===== src/mbv_regs.vh =====
`ifndef MBV_REGS_VH
`define MBV_REGS_VH
// register offsets
`define MBV_PIN_FUNC_ADDR 8'h3E
`define MBV_SETTINGS_ADDR 8'h3F
`define MBV_ASSIGN_ADDR 8'h40
`define MBV_DEBOUNCE_ADDR 8'h41
// reset values
`define MBV_PIN_FUNC_RST 8'h11
`define MBV_SETTINGS_RST 8'h00
`define MBV_ASSIGN_RST 8'h87
`define MBV_DEBOUNCE_RST 8'h05
// field positions
`define MBV_FUNC_MSB 4
`define MBV_INIT_MSB 7
`define MBV_INIT_LSB 3
`define MBV_HOLD_MSB 2
`define MBV_STEP_MSB 7
`define MBV_STEP_LSB 6
`define MBV_RATE_MSB 5
`define MBV_RATE_LSB 3
`define MBV_CONV_MSB 2
`define MBV_DEB_MSB 2
// pin function codes
`define MBV_FN_SERIAL 5'h00
`define MBV_FN_BYPASS 5'h0F
`define MBV_FN_VOL_UP 5'h10
`define MBV_FN_VOL_DOWN 5'h11
`define MBV_FN_CLOCK_OUTPUT_FUNCTION 5'h12
// converter assignment codes
`define MBV_CONV_RESERVED 3'h6
`define MBV_CONV_NONE 3'h7
// attenuation in 0.375 dB units
`define MBV_STEP_MDB 375
`define MBV_ATT_MAX 9'h100
// timing
`define MBV_CYC_PER_US 125
`define MBV_DEB0_US 300
`define MBV_DEB1_US 600
`define MBV_DEB2_US 900
`define MBV_DEB3_US 5000
`define MBV_DEB4_US 10000
`define MBV_DEB5_US 20000
`define MBV_DEB6_US 40000
`define MBV_HOLD0_MS 150
`define MBV_HOLD1_MS 300
`define MBV_HOLD2_MS 450
`define MBV_HOLD3_MS 600
`define MBV_HOLD4_MS 900
`define MBV_HOLD5_MS 1200
`define MBV_RATE0_DBPS 60
`define MBV_RATE1_DBPS 48
`define MBV_RATE2_DBPS 36
`define MBV_RATE3_DBPS 30
`define MBV_RATE4_DBPS 24
`define MBV_RATE5_DBPS 18
`define MBV_RATE6_DBPS 12
`define MBV_RATE7_DBPS 6
`define MBV_US_CYC(t) ((t) * `MBV_CYC_PER_US)
`define MBV_MS_CYC(t) ((t) * `MBV_CYC_PER_US * 1000)
`define MBV_RATE_CYC(r) ((`MBV_STEP_MDB * `MBV_CYC_PER_US * 1000) / (r))
`endif


===== src/mbv_pin_volume.v =====
// Contract
// - bits [4:0] of the pin function register pick the pin role, 00000 drives the second serial output.
// - codes 00001 to 01010 make the pin a mute request for the listed converters, 01011-01110 are reserved.
// - code 01111 makes the pin an input that requests the ADC to DAC bypass while asserted.
// - code 10000 makes the pin the volume-up button and 10001 the volume-down button.
// - code 10010 drives the clock output onto the pin.
// - the pin function register resets to 0x11 and its bits [7:5] read as zero.
// - bits [7:3] of the settings register give the start attenuation in 1.5 dB counts.
// - bits [2:0] of the settings register pick a hold time of 150 to 1200 ms before ramping.
// - bits [7:6] of the assignment register pick a press step of 0.375, 1.5, 3.0 or 4.5 dB.
// - bits [5:3] of the assignment register pick the held ramp rate, 000 being 60 dB/s.
// - the assignment register resets to 0x87, leaving push-button volume disabled.
// - bits [2:0] of the assignment register choose the converters, 111 disables the controller.
// - pin inputs are debounced for 300 us to 40 ms or not at all, 20 ms after reset.
`timescale 1ns/1ps
`include "mbv_regs.vh"

module mbv_pin_volume #(
    parameter DEB0_CYC = `MBV_US_CYC(`MBV_DEB0_US),
    parameter DEB1_CYC = `MBV_US_CYC(`MBV_DEB1_US),
    parameter DEB2_CYC = `MBV_US_CYC(`MBV_DEB2_US),
    parameter DEB3_CYC = `MBV_US_CYC(`MBV_DEB3_US),
    parameter DEB4_CYC = `MBV_US_CYC(`MBV_DEB4_US),
    parameter DEB5_CYC = `MBV_US_CYC(`MBV_DEB5_US),
    parameter DEB6_CYC = `MBV_US_CYC(`MBV_DEB6_US),
    parameter HOLD0_CYC = `MBV_MS_CYC(`MBV_HOLD0_MS),
    parameter HOLD1_CYC = `MBV_MS_CYC(`MBV_HOLD1_MS),
    parameter HOLD2_CYC = `MBV_MS_CYC(`MBV_HOLD2_MS),
    parameter HOLD3_CYC = `MBV_MS_CYC(`MBV_HOLD3_MS),
    parameter HOLD4_CYC = `MBV_MS_CYC(`MBV_HOLD4_MS),
    parameter HOLD5_CYC = `MBV_MS_CYC(`MBV_HOLD5_MS),
    parameter RATE0_CYC = `MBV_RATE_CYC(`MBV_RATE0_DBPS),
    parameter RATE1_CYC = `MBV_RATE_CYC(`MBV_RATE1_DBPS),
    parameter RATE2_CYC = `MBV_RATE_CYC(`MBV_RATE2_DBPS),
    parameter RATE3_CYC = `MBV_RATE_CYC(`MBV_RATE3_DBPS),
    parameter RATE4_CYC = `MBV_RATE_CYC(`MBV_RATE4_DBPS),
    parameter RATE5_CYC = `MBV_RATE_CYC(`MBV_RATE5_DBPS),
    parameter RATE6_CYC = `MBV_RATE_CYC(`MBV_RATE6_DBPS),
    parameter RATE7_CYC = `MBV_RATE_CYC(`MBV_RATE7_DBPS)
)(
    input wire clk,
    input wire sys_rst,
    input wire ce,
    input wire [7:0] reg_addr,
    input wire [7:0] reg_wdata,
    input wire reg_we,
    input wire reg_re,
    output reg [7:0] reg_rdata,
    input wire pin_in,
    output reg pin_out,
    output reg pin_oe_n,
    input wire second_serial_output,
    input wire clock_output_function,
    output reg [3:0] adc_mute_req,
    output reg [1:0] dac_mute_req,
    output reg bypass_req,
    output reg pb_active,
    output reg [3:0] adc_pb_sel,
    output reg [1:0] dac_pb_sel,
    output reg [8:0] pb_attenuation
);

    localparam ST_IDLE = 2'd0;
    localparam ST_HOLD = 2'd1;
    localparam ST_RAMP = 2'd2;

    reg [7:0] pin_function_code;
    reg [7:0] vol_settings;
    reg [7:0] vol_assign;
    reg [7:0] deb_mode;
    reg settings_written;
    reg sync1, sync2, sync3;
    reg stable_in;
    reg deb_level;
    reg deb_prev;
    reg [27:0] deb_cnt;
    reg [27:0] time_cnt;
    reg [1:0] state;
    reg was_enabled;
    reg [7:0] next_rdata;

    wire [4:0] func = pin_function_code[`MBV_FUNC_MSB:0];
    wire [2:0] conv = vol_assign[`MBV_CONV_MSB:0];
    wire enabled = (conv != `MBV_CONV_NONE) && (conv != `MBV_CONV_RESERVED);
    wire is_up = (func == `MBV_FN_VOL_UP);
    wire is_down = (func == `MBV_FN_VOL_DOWN);
    wire btn_role = enabled && (is_up || is_down);
    wire press = btn_role && deb_level && !deb_prev;
    wire held = btn_role && deb_level;

    // debounce length per mode code
    function [27:0] deb_len;
        input [2:0] code;
        begin
            case (code)
                3'd0: deb_len = DEB0_CYC[27:0];
                3'd1: deb_len = DEB1_CYC[27:0];
                3'd2: deb_len = DEB2_CYC[27:0];
                3'd3: deb_len = DEB3_CYC[27:0];
                3'd4: deb_len = DEB4_CYC[27:0];
                3'd5: deb_len = DEB5_CYC[27:0];
                default: deb_len = DEB6_CYC[27:0];
            endcase
        end
    endfunction

    // hold time per code, unlisted codes take the longest
    function [27:0] hold_len;
        input [2:0] code;
        begin
            case (code)
                3'd0: hold_len = HOLD0_CYC[27:0];
                3'd1: hold_len = HOLD1_CYC[27:0];
                3'd2: hold_len = HOLD2_CYC[27:0];
                3'd3: hold_len = HOLD3_CYC[27:0];
                3'd4: hold_len = HOLD4_CYC[27:0];
                default: hold_len = HOLD5_CYC[27:0];
            endcase
        end
    endfunction

    // cycles per 0.375 dB ramp step
    function [27:0] rate_len;
        input [2:0] code;
        begin
            case (code)
                3'd0: rate_len = RATE0_CYC[27:0];
                3'd1: rate_len = RATE1_CYC[27:0];
                3'd2: rate_len = RATE2_CYC[27:0];
                3'd3: rate_len = RATE3_CYC[27:0];
                3'd4: rate_len = RATE4_CYC[27:0];
                3'd5: rate_len = RATE5_CYC[27:0];
                3'd6: rate_len = RATE6_CYC[27:0];
                default: rate_len = RATE7_CYC[27:0];
            endcase
        end
    endfunction

    // saturating move by a number of 0.375 dB units
    function [8:0] move_att;
        input [8:0] att;
        input [3:0] units;
        input up;
        reg [9:0] sum;
        begin
            sum = {1'b0, att} + {6'h00, units};
            if (up)
                move_att = (att > {5'h00, units}) ? att - {5'h00, units} : 9'h000;
            else
                move_att = (sum > {1'b0, `MBV_ATT_MAX}) ? `MBV_ATT_MAX : sum[8:0];
        end
    endfunction

    // press step in 0.375 dB units
    function [3:0] step_units;
        input [1:0] code;
        begin
            case (code)
                2'd0: step_units = 4'h1;
                2'd1: step_units = 4'h4;
                2'd2: step_units = 4'h8;
                default: step_units = 4'hC;
            endcase
        end
    endfunction

    // register writes, reserved bits kept at zero
    always @(posedge clk or posedge sys_rst)
    begin
        if (sys_rst)
        begin
            pin_function_code <= `MBV_PIN_FUNC_RST;
            vol_settings <= `MBV_SETTINGS_RST;
            vol_assign <= `MBV_ASSIGN_RST;
            deb_mode <= `MBV_DEBOUNCE_RST;
            settings_written <= 1'b0;
        end
        else if (ce && reg_we)
        begin
            case (reg_addr)
                `MBV_PIN_FUNC_ADDR: pin_function_code <= {3'h0, reg_wdata[4:0]};
                `MBV_SETTINGS_ADDR:
                begin
                    vol_settings <= reg_wdata;
                    settings_written <= 1'b1;
                end
                `MBV_ASSIGN_ADDR: vol_assign <= reg_wdata;
                `MBV_DEBOUNCE_ADDR: deb_mode <= {5'h00, reg_wdata[2:0]};
                default: ;
            endcase
        end
    end

    // read mux, unmapped offsets read zero
    always @*
    begin
        case (reg_addr)
            `MBV_PIN_FUNC_ADDR: next_rdata = pin_function_code;
            `MBV_SETTINGS_ADDR: next_rdata = vol_settings;
            `MBV_ASSIGN_ADDR: next_rdata = vol_assign;
            `MBV_DEBOUNCE_ADDR: next_rdata = deb_mode;
            default: next_rdata = 8'h00;
        endcase
    end

    always @(posedge clk or posedge sys_rst)
    begin
        if (sys_rst)
            reg_rdata <= 8'h00;
        else if (ce && reg_re)
            reg_rdata <= next_rdata;
    end

    // three-stage pin sync, a change only counts once stages two and three agree
    always @(posedge clk or posedge sys_rst)
    begin
        if (sys_rst)
        begin
            sync1 <= 1'b0;
            sync2 <= 1'b0;
            sync3 <= 1'b0;
            stable_in <= 1'b0;
        end
        else if (ce)
        begin
            sync1 <= pin_in;
            sync2 <= sync1;
            sync3 <= sync2;
            if (sync2 == sync3)
                stable_in <= sync3;
        end
    end

    // debounce: the new level must persist for the whole window
    always @(posedge clk or posedge sys_rst)
    begin
        if (sys_rst)
        begin
            deb_level <= 1'b0;
            deb_prev <= 1'b0;
            deb_cnt <= 28'h0000000;
        end
        else if (ce)
        begin
            deb_prev <= deb_level;
            if (deb_mode[`MBV_DEB_MSB:0] == 3'h7)
            begin
                deb_level <= stable_in;
                deb_cnt <= 28'h0000000;
            end
            else if (stable_in == deb_level)
                deb_cnt <= 28'h0000000;
            else if (deb_cnt >= deb_len(deb_mode[`MBV_DEB_MSB:0]) - 28'h0000001)
            begin
                deb_level <= stable_in;
                deb_cnt <= 28'h0000000;
            end
            else
                deb_cnt <= deb_cnt + 28'h0000001;
        end
    end

    // press, hold and ramp of the button volume
    always @(posedge clk or posedge sys_rst)
    begin
        if (sys_rst)
        begin
            state <= ST_IDLE;
            time_cnt <= 28'h0000000;
            was_enabled <= 1'b0;
            pb_attenuation <= `MBV_ATT_MAX;
        end
        else if (ce)
        begin
            was_enabled <= enabled;
            if (enabled && !was_enabled)
            begin
                // unset settings fall back to full attenuation
                if (settings_written)
                    pb_attenuation <= {2'h0, vol_settings[`MBV_INIT_MSB:`MBV_INIT_LSB], 2'h0};
                else
                    pb_attenuation <= `MBV_ATT_MAX;
                state <= ST_IDLE;
                time_cnt <= 28'h0000000;
            end
            else if (!held)
            begin
                state <= ST_IDLE;
                time_cnt <= 28'h0000000;
            end
            else
            begin
                case (state)
                    ST_IDLE:
                    begin
                        if (press)
                        begin
                            pb_attenuation <= move_att(pb_attenuation,
                                step_units(vol_assign[`MBV_STEP_MSB:`MBV_STEP_LSB]),
                                is_up);
                            state <= ST_HOLD;
                            time_cnt <= 28'h0000000;
                        end
                    end
                    ST_HOLD:
                    begin
                        if (time_cnt >= hold_len(vol_settings[`MBV_HOLD_MSB:0]) - 28'h0000001)
                        begin
                            state <= ST_RAMP;
                            time_cnt <= 28'h0000000;
                        end
                        else
                            time_cnt <= time_cnt + 28'h0000001;
                    end
                    ST_RAMP:
                    begin
                        // ramp moves in the finest unit, exact except for the truncated 48, 36 and 18 dB/s intervals
                        if (time_cnt >= rate_len(vol_assign[`MBV_RATE_MSB:`MBV_RATE_LSB])
                            - 28'h0000001)
                        begin
                            pb_attenuation <= move_att(pb_attenuation, 4'h1, is_up);
                            time_cnt <= 28'h0000000;
                        end
                        else
                            time_cnt <= time_cnt + 28'h0000001;
                    end
                    default:
                    begin
                        state <= ST_IDLE;
                        time_cnt <= 28'h0000000;
                    end
                endcase
            end
        end
    end

    // pin role decode, all outputs registered
    always @(posedge clk or posedge sys_rst)
    begin
        if (sys_rst)
        begin
            pin_out <= 1'b0;
            pin_oe_n <= 1'b1;
            adc_mute_req <= 4'h0;
            dac_mute_req <= 2'h0;
            bypass_req <= 1'b0;
            pb_active <= 1'b0;
            adc_pb_sel <= 4'h0;
            dac_pb_sel <= 2'h0;
        end
        else if (ce)
        begin
            pin_out <= 1'b0;
            pin_oe_n <= 1'b1;
            if (func == `MBV_FN_SERIAL)
            begin
                pin_out <= second_serial_output;
                pin_oe_n <= 1'b0;
            end
            else if (func == `MBV_FN_CLOCK_OUTPUT_FUNCTION)
            begin
                pin_out <= clock_output_function;
                pin_oe_n <= 1'b0;
            end
            adc_mute_req <= 4'h0;
            dac_mute_req <= 2'h0;
            if (deb_level)
            begin
                case (func)
                    5'h01: adc_mute_req <= 4'h1;
                    5'h02: adc_mute_req <= 4'h2;
                    5'h03: adc_mute_req <= 4'h4;
                    5'h04: adc_mute_req <= 4'h8;
                    5'h05: adc_mute_req <= 4'h3;
                    5'h06: adc_mute_req <= 4'hC;
                    5'h07: adc_mute_req <= 4'hF;
                    5'h08: dac_mute_req <= 2'h1;
                    5'h09: dac_mute_req <= 2'h2;
                    5'h0A: dac_mute_req <= 2'h3;
                    default: ;
                endcase
            end
            bypass_req <= deb_level && (func == `MBV_FN_BYPASS);
            pb_active <= enabled;
            case (conv)
                3'd0: {adc_pb_sel, dac_pb_sel} <= 6'h0C;
                3'd1: {adc_pb_sel, dac_pb_sel} <= 6'h30;
                3'd2: {adc_pb_sel, dac_pb_sel} <= 6'h3C;
                3'd3: {adc_pb_sel, dac_pb_sel} <= 6'h03;
                3'd4: {adc_pb_sel, dac_pb_sel} <= 6'h01;
                3'd5: {adc_pb_sel, dac_pb_sel} <= 6'h02;
                default: {adc_pb_sel, dac_pb_sel} <= 6'h00;
            endcase
        end
    end

endmodule // mbv_pin_volume


===== config.mk =====
export PLATFORM = sky130hd
export DESIGN_NAME = mbv_pin_volume
export DESIGN_NICKNAME = d
export VERILOG_FILES = /design/src/mbv_pin_volume.v
export VERILOG_INCLUDE_DIRS = /design/src
export SDC_FILE = /design/constraint.sdc
export NUM_CORES = 1
export LEC_CHECK = 0
export BUFFER_PORTS_ARGS = -buffer_cell sky130_fd_sc_hd__buf_4
export CELL_PAD_IN_SITES_DETAIL_PLACEMENT = 0
export CELL_PAD_IN_SITES_GLOBAL_PLACEMENT = 1
export CORE_ASPECT_RATIO = 1.25
export CORE_MARGIN = 5
export CORE_UTILIZATION = 30
export DETAILED_ROUTE_END_ITERATION = 7
export PLACE_DENSITY_LB_ADDON = 0.08
export SYNTH_ARGS = -nofsm -noshare
export SYNTH_HDL_FRONTEND = slang
export SYNTH_SLANG_ARGS = --single-unit

===== constraint.sdc =====
create_clock -name clk -period 4.9 [get_ports clk]
set_input_delay 0.98 -clock clk [delete_from_list [all_inputs] [get_ports clk]]
set_output_delay 0.98 -clock clk [all_outputs]
set_load 0.01 [all_outputs]

# [Word level (Yosys, flattened, before mapping)]
# Index checks and enable logic that the tools add are counted.
# Widths: inputs -> output; s select.
[op_classes] eq_ne=53 n_reduce_logical=30 n_mux=60 order_cmp=7 add_sub_neg=9
[ops] op="$mux 28" count=19
[ops] op="$pmux 23 s7" count=1
[ops] op="$pmux 28 s5" count=1
[ops] op="$pmux 23 s6" count=1
[ops] op="$mux 9" count=11
[ops] op="$ge 28x28->1" count=3
[ops] op="$pmux 28 s3" count=1
[ops] op="$sub 28x1->28 const B" count=3
[ops] op="$add 28x1->28 const B" count=2
[ops] op="$pmux 8 s4" count=1
[ops] op="$pmux 4 s7" count=1
[ops] op="$eq 3x3->1 const B" count=9
[ops] op="$eq 3x2->1 const B" count=8
[ops] op="$mux 4" count=6
[ops] op="$pmux 4 s3" count=2
[ops] op="$eq 5x3->1 const B" count=4
[ops] op="$eq 5x4->1 const B" count=4
[ops] op="$gt 10x9->1 const B" count=2
[ops] op="$pmux 2 s3" count=3
[ops] op="$pmux 9 s2" count=1
[ops] op="$eq 8x6->1 const B" count=2
[ops] op="$eq 8x7->1 const B" count=2
[ops] op="$eq 5x5->1 const B" count=3
[ops] op="$ne 3x3->1 const B" count=5
[ops] op="other kinds (28)" count=64
[word_totals] ff_bits=122

# [Logic depth before layout (Yosys ltp)]
# Gate-level depths: netlist (run 1).
[logic_depth] word_depth=18 mapped_depth=18

# [Worst setup path before layout (run 1)]
# Ideal clock, no wire load.
[synth_path] kind="register to register" start="register vol_assign[3]" end="register time_cnt[7]" path_slack_ns=1.593 arrival_time_ns=3.225 path_stages_with_launch=18 synth_period_minus_slack_ns=3.307 n_path_buf=3 required_ns=4.818 cell_sequence="dfrtp_1 -> inv_1 -> ha_1 -> clkbuf_1 -> nor2_1 -> a31oi_1 -> nor2_1 -> a21oi_1 -> ha_1 -> a2111oi_0 -> o21ai_0 -> a211oi_1 -> o211a_1 -> a311o_1 -> buf_4 -> buf_2 -> a41oi_1 -> a31oi_1"
[synth_between] elab_chain_cells=12
[synth_lines] element="start, declared" line_no="mbv_pin_volume.v:69" rtl="reg [7:0] vol_assign;"
[synth_lines] element="start signal, assigned" line_no="mbv_pin_volume.v:174" rtl="vol_assign <= `MBV_ASSIGN_RST;"
[synth_lines] element="start signal, assigned" line_no="mbv_pin_volume.v:187" rtl="`MBV_ASSIGN_ADDR: vol_assign <= reg_wdata;"
[synth_lines] element="$eq 3x3->1, or another cell as far along" line_no="mbv_pin_volume.v:126" rtl="case (code)"
[synth_lines] element="$pmux 23 s7 (*)" line_no="mbv_pin_volume.v:126"
[synth_lines] element="$mux 28 (*)" line_no="mbv_pin_volume.v:293" rtl="case (state)"
[synth_lines] element="$mux 28 (*)" line_no="mbv_pin_volume.v:286" rtl="else if (!held)"
[synth_lines] element="$mux 28 (*)" line_no="mbv_pin_volume.v:276" rtl="if (enabled && !was_enabled)"
[synth_lines] element="$mux 28 (*)" line_no="mbv_pin_volume.v:273" rtl="else if (ce)"
[synth_lines] element="$sub 28x1->28 (*)" line_no="mbv_pin_volume.v:318" rtl="if (time_cnt >= rate_len(vol_assign[`MBV_RATE_MSB:`MBV_RATE_LSB])"
[synth_lines] element="$ge 28x28->1 (*)" line_no="mbv_pin_volume.v:318"
[synth_lines] element="$mux 28 (*)" line_no="mbv_pin_volume.v:318"
[synth_lines] element="$pmux 28 s3 (*)" line_no="mbv_pin_volume.v:293"
[synth_lines] element="$mux 28 (*)" line_no="mbv_pin_volume.v:286"
[synth_lines] element="$mux 28 (*)" line_no="mbv_pin_volume.v:276"
[synth_lines] element="end signal, assigned" line_no="mbv_pin_volume.v:313" rtl="time_cnt <= time_cnt + 28'h0000001;"
[synth_lines] element="end signal, assigned" line_no="mbv_pin_volume.v:325" rtl="time_cnt <= time_cnt + 28'h0000001;"
[synth_lines] element="end, declared" line_no="mbv_pin_volume.v:77" rtl="reg [27:0] time_cnt;"
# Mark *: on every way between the ends. The rest lies on a longest branch, timed or not. The select of a mux whose other input is x is not followed.
# A chain may end at the register's enable or synchronous reset.

# [Worst setup path in the final report (run 1)]
[layout_path] start="register vol_assign[4]" end="register pb_attenuation[2]"
[layout_between] elab_chain_cells=10
[layout_lines] element="$eq 3x3->1, or another cell as far along" line_no="mbv_pin_volume.v:126"
[layout_lines] element="$pmux 23 s7 (*)" line_no="mbv_pin_volume.v:126"
[layout_lines] element="$mux 28 (*)" line_no="mbv_pin_volume.v:293"
[layout_lines] element="$mux 28 (*)" line_no="mbv_pin_volume.v:286"
[layout_lines] element="$mux 28 (*)" line_no="mbv_pin_volume.v:276"
[layout_lines] element="$mux 28 (*)" line_no="mbv_pin_volume.v:273"
[layout_lines] element="$sub 28x1->28 (*)" line_no="mbv_pin_volume.v:318"
[layout_lines] element="$ge 28x28->1 (*)" line_no="mbv_pin_volume.v:318"
[layout_lines] element="$ne 3x3->1 (no source line) (*)"
[layout_lines] element="$reduce_and 5->1 (no source line) (*)"
[layout_lines] element="end signal, assigned" line_no="mbv_pin_volume.v:282" rtl="pb_attenuation <= `MBV_ATT_MAX;"
[layout_lines] element="end signal, assigned" line_no="mbv_pin_volume.v:298" rtl="pb_attenuation <= move_att(pb_attenuation,"
[layout_lines] element="end signal, assigned" line_no="mbv_pin_volume.v:321" rtl="pb_attenuation <= move_att(pb_attenuation, 4'h1, is_up);"
[layout_lines] element="end, declared" line_no="mbv_pin_volume.v:60" rtl="output reg [8:0] pb_attenuation"
# Marked as above.

==> results of run 1 <==
## cells by family (layout without fill, tap and decap cells)
group / count (synthesis) / in the layout
adders and majority gates: 100 / 100
buffers and inverters: 112 / 149
xor gates and xnor gates: 32 / 32
and+or+nand+nor: 420 / 420
AOI/OAI and AO/OA: 330 / 330
other: 2 / 8
muxes: 36 / 36
DFF: 120 / 120
## per-stage QoR
step / cells / instance area (sq um) / worst slack (ns)
after global routing: 1613 / 11200 / 0.194
final: 1613 / 11200 / 0.657
after detailed placement: 1581 / 10600 / 0.612
after global placement: 1581 / 10600 / 0.703
after floorplan: 1158 / 9830 / 0.751
after CTS: 1613 / 11200 / 0.585
## metal layers
layer	wire length (um)	share of wire
met1	14500	0.47
met2	14700	0.48
met3	926	0.030
met4	596	0.019
met5	0	0
## power groups by stage
stage                     Combinational, uW  Sequential, uW  Clock [uW]
after floorplan                         346            1080           0
after global placement                  501            1100           0
after detailed placement                495            1100           0
after CTS                               499            1080        1390
after global routing                    554            1090        1430
final                                   492            1080        1350
## registers in the layout, summed over array words and instances, names as in the netlist, 2 cells and up
name / count
adc_mute_req: 4
deb_mode: 3
time_cnt: 28
vol_settings: 8
state: 2
dac_pb_sel: 2
pb_attenuation: 9
adc_pb_sel: 2
pin_function_code: 5
vol_assign: 8
deb_cnt: 28
dac_mute_req: 2
reg_rdata: 8
## placed cells by master, fill, tap and decap left out, types with 25 or more instances in the layout
master	instances
nor2_1	82
inv_1	43
mux2_2	25
dfrtp_1	110
a31oi_1	31
a21oi_1	70
o21ai_0	71
ha_1	100
nand2_1	125
nand3_1	51
buf_4	73
## worst max-delay path by stage
stage / slack (ns) / from / endpoint
2_1_floorplan: 0.75 / sys_rst / adc_mute_req[0]$_DFFE_PP0P_
3_3_place_gp: 0.70 / vol_assign[4]$_DFFE_PP0P_ / pb_attenuation[2]$_DFFE_PP0P_
3_5_place_dp: 0.61 / vol_assign[4]$_DFFE_PP0P_ / pb_attenuation[2]$_DFFE_PP0P_
4_1_cts: 0.59 / vol_assign[4]$_DFFE_PP0P_ / pb_attenuation[2]$_DFFE_PP0P_
5_1_grt: 0.19 / vol_assign[4]$_DFFE_PP0P_ / pb_attenuation[2]$_DFFE_PP0P_
6_report: 0.66 / vol_assign[4]$_DFFE_PP0P_ / pb_attenuation[2]$_DFFE_PP0P_
## cell type report
type                       count  area (sq um)  area share
clock buffer                  17           425      0.0379
sequential                   120          3020       0.268
multi-input combinational    926          6360       0.566
inverter                      44           170      0.0152
timing repair buffer          73           548      0.0488
clock inverter                15           190      0.0169
tap                          418           523      0.0466
## critical path: cells and delay by family, from the launching register on
kind | cells | cell delay, ns
AO/OA/AOI/OAI | 8 | 2.14
adder cells (fa/ha/maj) | 2 | 0.60
AND/OR/NAND/NOR | 3 | 0.55
flip-flops | 1 | 0.50
XOR/XNOR | 1 | 0.16
buffers and inverters | 1 | 0.13
==> metrics, run 1 <==
status completed; cell chain of the critical path inv_1, ha_1, nor3_1, nor2_1, nor2_1, xnor2_1, o21ai_0, ha_1, a2111oi_0, o21ai_0, a211oi_1, o21ai_0, a22oi_2, o21bai_1, o221ai_1; worst hold-check slack 0.492 ns; # port buffers 56; Critical Path End Type flip-flop; global-route usage over all layers 0.172; initial core utilization 0.302; drt pass-1 iters 5; Worst IR Drop VDD 0.208 mV; cell mode on critical path o21ai_0; Core Util, Final 0.346; wire length per cell 19.1 um; Num CTS Buffers 17; Die Ht 212 um; Setup Buffers After CTS 0; diode count 0; Max-Cap Viols 0; sequential cell area fraction in the yosys report 0.307; area share of the largest cell type after synthesis 0.281; Comb power frac 0.168; worst min-delay path category flip-flop to flip-flop; async set or reset register ratio after synthesis 1.00; share of layout cells above drive strength 1 0.143; fin. max-slew vios 0; WP data required 5.17 ns; RSZ-0062 raised after global routing no; Filler cells 3414; largest net degree at the start of global routing 93; Psw 893 uW; Worst Reg-to-Reg Cells 15; Hold-fix buffers, CTS 0; Synth Register Bits 120; Data arrival, critical path 4.51 ns; drt drc 0; largest family of logic cells by synthesized area compound AO/OA/AOI/OAI gates; Max-slew headroom 0.395; DIE AREA 36400 sq um; area leader, netlist dfrtp_1; GRT Max-Usage Layer met2; CP Launch Type flip-flop; gp weighted congestion 0.806; syn avg cell area 8.51 sq um; Slowest-stage cell, CP a22oi_2; final WL 30800 um; fmax 0.236 GHz; CTS tree yes; DP Wirelength 22700 um; vias in the first global route 8788; HP Start reg_rdata[3]$_DFFE_PP0P_; Post-synth EDFFs 0; via/cell ratio 5.40; met1 usage 0.231; maximum root-to-sink buffer count 2; simple-gate share of the synthesized area 0.220; synth warn 0; count leader, synth nand2_1; R2R Setup Slk 0.66 ns; Seq pwr share 0.371; Switching Share 0.306; Int Pwr 2030 uW; DR vias 8717; Die Span X 172 um; CORE AREA 32500 sq um; GRT Residual Overflow 0; Tcrit/Tclk final 0.866; final clock skew 0.0108 ns; WHS Endpoint reg_rdata[3]$_DFFE_PP0P_; DRT iter0 DRCs 592; Min Clock Period, post-route 4.24 ns; final setup fails 0; global-route wire length before repair 49800 um; root buf cell clkbuf_16; post-synthesis mux area share 0.0412; M2 GR Usage 0.288; fin nets 1306; initial antenna violation count 0; Setup CP Type flip-flop to flip-flop; post-cts resize count 0; xor and xnor area share after synthesis 0.0286; Mapped Area 9810 sq um; Hold Path Depth 2; Clock transition at path regs 0.06 ns; Final Hold Viols 0; met3 Track Usage GR 0.0259; R2R Path End pb_attenuation[2]$_DFFE_PP0P_; top post-synthesis cells by area dfrtp_1 28%, ha_1 13%, nand2_1 4.8%; I/O pin total 57; Area growth, synth to finish 14.5%; Site Rows 74; PwrDens 260 nW/um^2; H-tree depth 4; Synth Area in Compound Gates 0.227; R2R Path Start vol_assign[4]$_DFFE_PP0P_; clock network latency to the later pin of the worst-skew pair 0.43 ns; Mapped Cells 1152; power after layout 2920 uW; Synth top cells by count 125 x nand2_1, 110 x dfrtp_1, 100 x ha_1; top_reg_cell synth dfrtp_1; setup TNS 0 ns; worst-margin pin slew 0.907 ns; Post-Synth Adder-Cell Area 0.128; Cell variety after synth 83; slowest stage delay, CP 0.57 ns; # clock sinks 120; Clk pwr share 0.461; Leak Pwr 0.00488 uW; top fanout value on the critical path 15; ANT nets after route 0
Note: power is estimated with default switching activity, not from simulation.
==> run 2, diff against run 1 <==
--- a/config.mk
+++ b/config.mk
@@ -11,7 +11,7 @@
 export CELL_PAD_IN_SITES_GLOBAL_PLACEMENT = 1
 export CORE_ASPECT_RATIO = 1.25
 export CORE_MARGIN = 5
-export CORE_UTILIZATION = 30
+export CORE_UTILIZATION = 48
 export DETAILED_ROUTE_END_ITERATION = 7
 export PLACE_DENSITY_LB_ADDON = 0.08
 export SYNTH_ARGS = -nofsm -noshare
==> run 2 against run 1 <==
  * Core utilization grew 20 points
  * Die area is 36% lower
  * Total power is 3.0% lower
  * Via count grew 0.18%
  * Clock power decreased by 5%
  * Wire length is 13% lower
  * Register-to-register slack worse by 0.04 ns
  * Combinational power fell by 4.3%
  * Hold slack lost 0.0059 ns
  * Maximum frequency shrank 0.89%
==> metrics, run 2 (synthesized netlist as in run 1, its figures left out) <==
status completed; Min Clock Period, post-route 4.28 ns (+0.0381 ns); Num CTS Buffers 17 (unchanged); most frequent cells in the layout 125 x nand2_1, 110 x dfrtp_1, 100 x ha_1, 82 x nor2_1, 71 x o21ai_0; Int Pwr 1980 uW (-2.6%); drt drc 0 (unchanged); WP data required 5.17 ns (about the same); global-route wire length before repair 43800 um (-12%); global-route usage over all layers 0.233 (+0.0614); # clock sinks 120 (unchanged); Clock transition at path regs 0.06 ns (about the same); Placement Setup Slack 0.692 ns (+0.0809 ns); post-cts resize count 0 (unchanged); DIE AREA 23400 sq um (-36%); Filler cells 1938 (-43%); via/cell ratio 5.98 (+11%); worst min-delay path category flip-flop to flip-flop; DP Wirelength 19700 um (-13%); I/O pin total 57 (unchanged); clock network latency to the later pin of the worst-skew pair 0.42 ns (about the same); Final Instance Count excl. Fillers 1460 (-9.5%); Worst IR Drop VDD 0.246 mV (+18%); largest net degree at the start of global routing 57 (-39%); final worst slack 0.619 ns (-0.0381 ns); power after layout 2830 uW (-3.0%); Comb power frac 0.166 (-0.002); Site Rows 58 (-22%); share of layout cells above drive strength 1 0.138 (-0.00517); Tcrit/Tclk final 0.874 (+0.00777); CP Launch Type flip-flop; Leak Pwr 0.00484 uW (-0.81%); GRT Residual Overflow 0 (unchanged); PwrDens 258 nW/um^2 (-0.70%); Setup CP Type flip-flop to flip-flop; final setup fails 0 (unchanged); Max-slew headroom 0.250 (-0.145); Seq pwr share 0.382 (+0.011); Data arrival, critical path 4.55 ns (+0.04 ns); Clk pwr share 0.452 (-0.009); Top Registers deb_cnt: 28 flops, time_cnt: 28 flops, pb_attenuation: 9 flops; slowest stage delay, CP 0.56 ns (about the same); WP buf/inv 1 (unchanged); Die Ht 170 um (-20%); DRT iter0 DRCs 584 (-1.4%); DR vias 8733 (+0.18%); RSZ-0062 raised after global routing no; most common cell after layout, fill and taps aside nand2_1; placed cells 1427 (-9.7%); Crit path max-delay family compound AO/OA/AOI/OAI gates; Switching Share 0.303 (-0.00284); wire length per cell 18.3 um (-3.9%); initial core utilization 0.488 (+0.186); drt pass-1 iters 7 (+2); Psw 858 uW (-3.9%); Hold-fix buffers, CTS 0 (unchanged); root buf cell clkbuf_16; H-tree depth 4 (unchanged); final WL 26700 um (-13%); fin. max-slew vios 0 (unchanged); cell mode on critical path o21ai_0; # port buffers 56 (unchanged); CTS tree yes; Final Hold Viols 0 (unchanged); Max-Cap Viols 0 (unchanged); maximum root-to-sink buffer count 2 (unchanged); fmax 0.234 GHz (-0.89%); vias in the first global route 8413 (-4.3%); cell chain of the critical path inv_1, ha_1, nor3_1, nor2_1, nor2_1, xnor2_1, o21ai_0, ha_1, a2111oi_0, o21ai_0, a211oi_1, o21ai_0, a22oi_2, o21bai_1, o221ai_1; Slowest-stage cell, CP a22oi_2; register area 3020 sq um (unchanged); final clock skew 0.0106 ns (-0.000257 ns); Critical Path End Type flip-flop; R2R Setup Slk 0.62 ns (-0.04 ns); gp weighted congestion 0.857 (+6.4%); CORE AREA 20100 sq um (-38%); Die Span X 138 um (-20%); top fanout value on the critical path 15 (unchanged); initial antenna violation count 1 (+1); Setup Buffers After CTS 0 (unchanged); ANT nets after route 0 (unchanged); worst-margin pin slew 1.12 ns (+0.217 ns); Area growth, synth to finish 11.9%; setup TNS 0 ns (unchanged); area occupied by multi-input gates 6350 sq um (-0.14%); Core Util, Final 0.546 (+0.200); fin nets 1300 (-0.46%)
-- run 2: cell count changes in the layout (fill, tap and decap cells not counted), moves of 2 or more --
cell        change
clkinvlp_4      -2
buf_4           -6
clkinv_4        +3
inv_6           -3
-- run 2: worst min-delay path, stage by stage, from the launching register on --
cell and delay, ns:
dfstp_2 0.37, nor2_1 0.08, a31oi_1 0.04
-- run 2: worst paths after layout --
| kind | from | end | cells after the start |
|---|---|---|---|
| hold reg to reg | pin_oe_n$_DFFE_PP1P_ | pin_oe_n$_DFFE_PP1P_ | 2 |
| max in group asynchronous | sys_rst | vol_assign[7]$_DFFE_PP1P_ | 3 |
| setup / recovery | vol_assign[3]$_DFFE_PP0P_ | pb_attenuation[2]$_DFFE_PP0P_ | 15 |
| setup reg to reg | vol_assign[3]$_DFFE_PP0P_ | pb_attenuation[2]$_DFFE_PP0P_ | 15 |
| hold / removal | pin_oe_n$_DFFE_PP1P_ | pin_oe_n$_DFFE_PP1P_ | 2 |
| min in group asynchronous | sys_rst | deb_cnt[5]$_DFFE_PP0P_ | 2 |
-- run 2: power by group through the flow --
stage                     clock network (uW)  logic (uW)  registers (uW)
after floorplan                            0         346            1080
after global placement                     0         468            1100
after detailed placement                   0         469            1100
after CTS                               1310         473            1080
after global routing                    1350         525            1090
final                                   1280         471            1080
-- run 2: layout make-up --
class | count | share of cell area
timing repair buffer | 67 | 0.0458
clock inverter | 14 | 0.0151
inverter | 44 | 0.0153
sequential | 120 | 0.275
multi-input combinational | 926 | 0.579
antenna | 1 | 0.000228
clock buffer | 18 | 0.0391
tap | 270 | 0.0308
-- run 2: metrics by stage --
step / hold WS (ns) / area (sq um)
after floorplan: 0.475 / 9830
after global placement: 0.474 / 10400
after detailed placement: 0.481 / 10400
after CTS: 0.489 / 11000
after global routing: 0.502 / 11000
final: 0.486 / 11000
-- run 2: metal layers --
| metal | global-route usage | vias up | part of all wire |
|---|---|---|---|
| met5 | 0 | - | 0 |
| met1 | 0.302 | 4183 | 0.45 |
| met3 | 0.0310 | 37 | 0.036 |
| met4 | 0.0709 | 0 | 0.019 |
| li1 | - | 4333 | - |
| met2 | 0.404 | 180 | 0.50 |
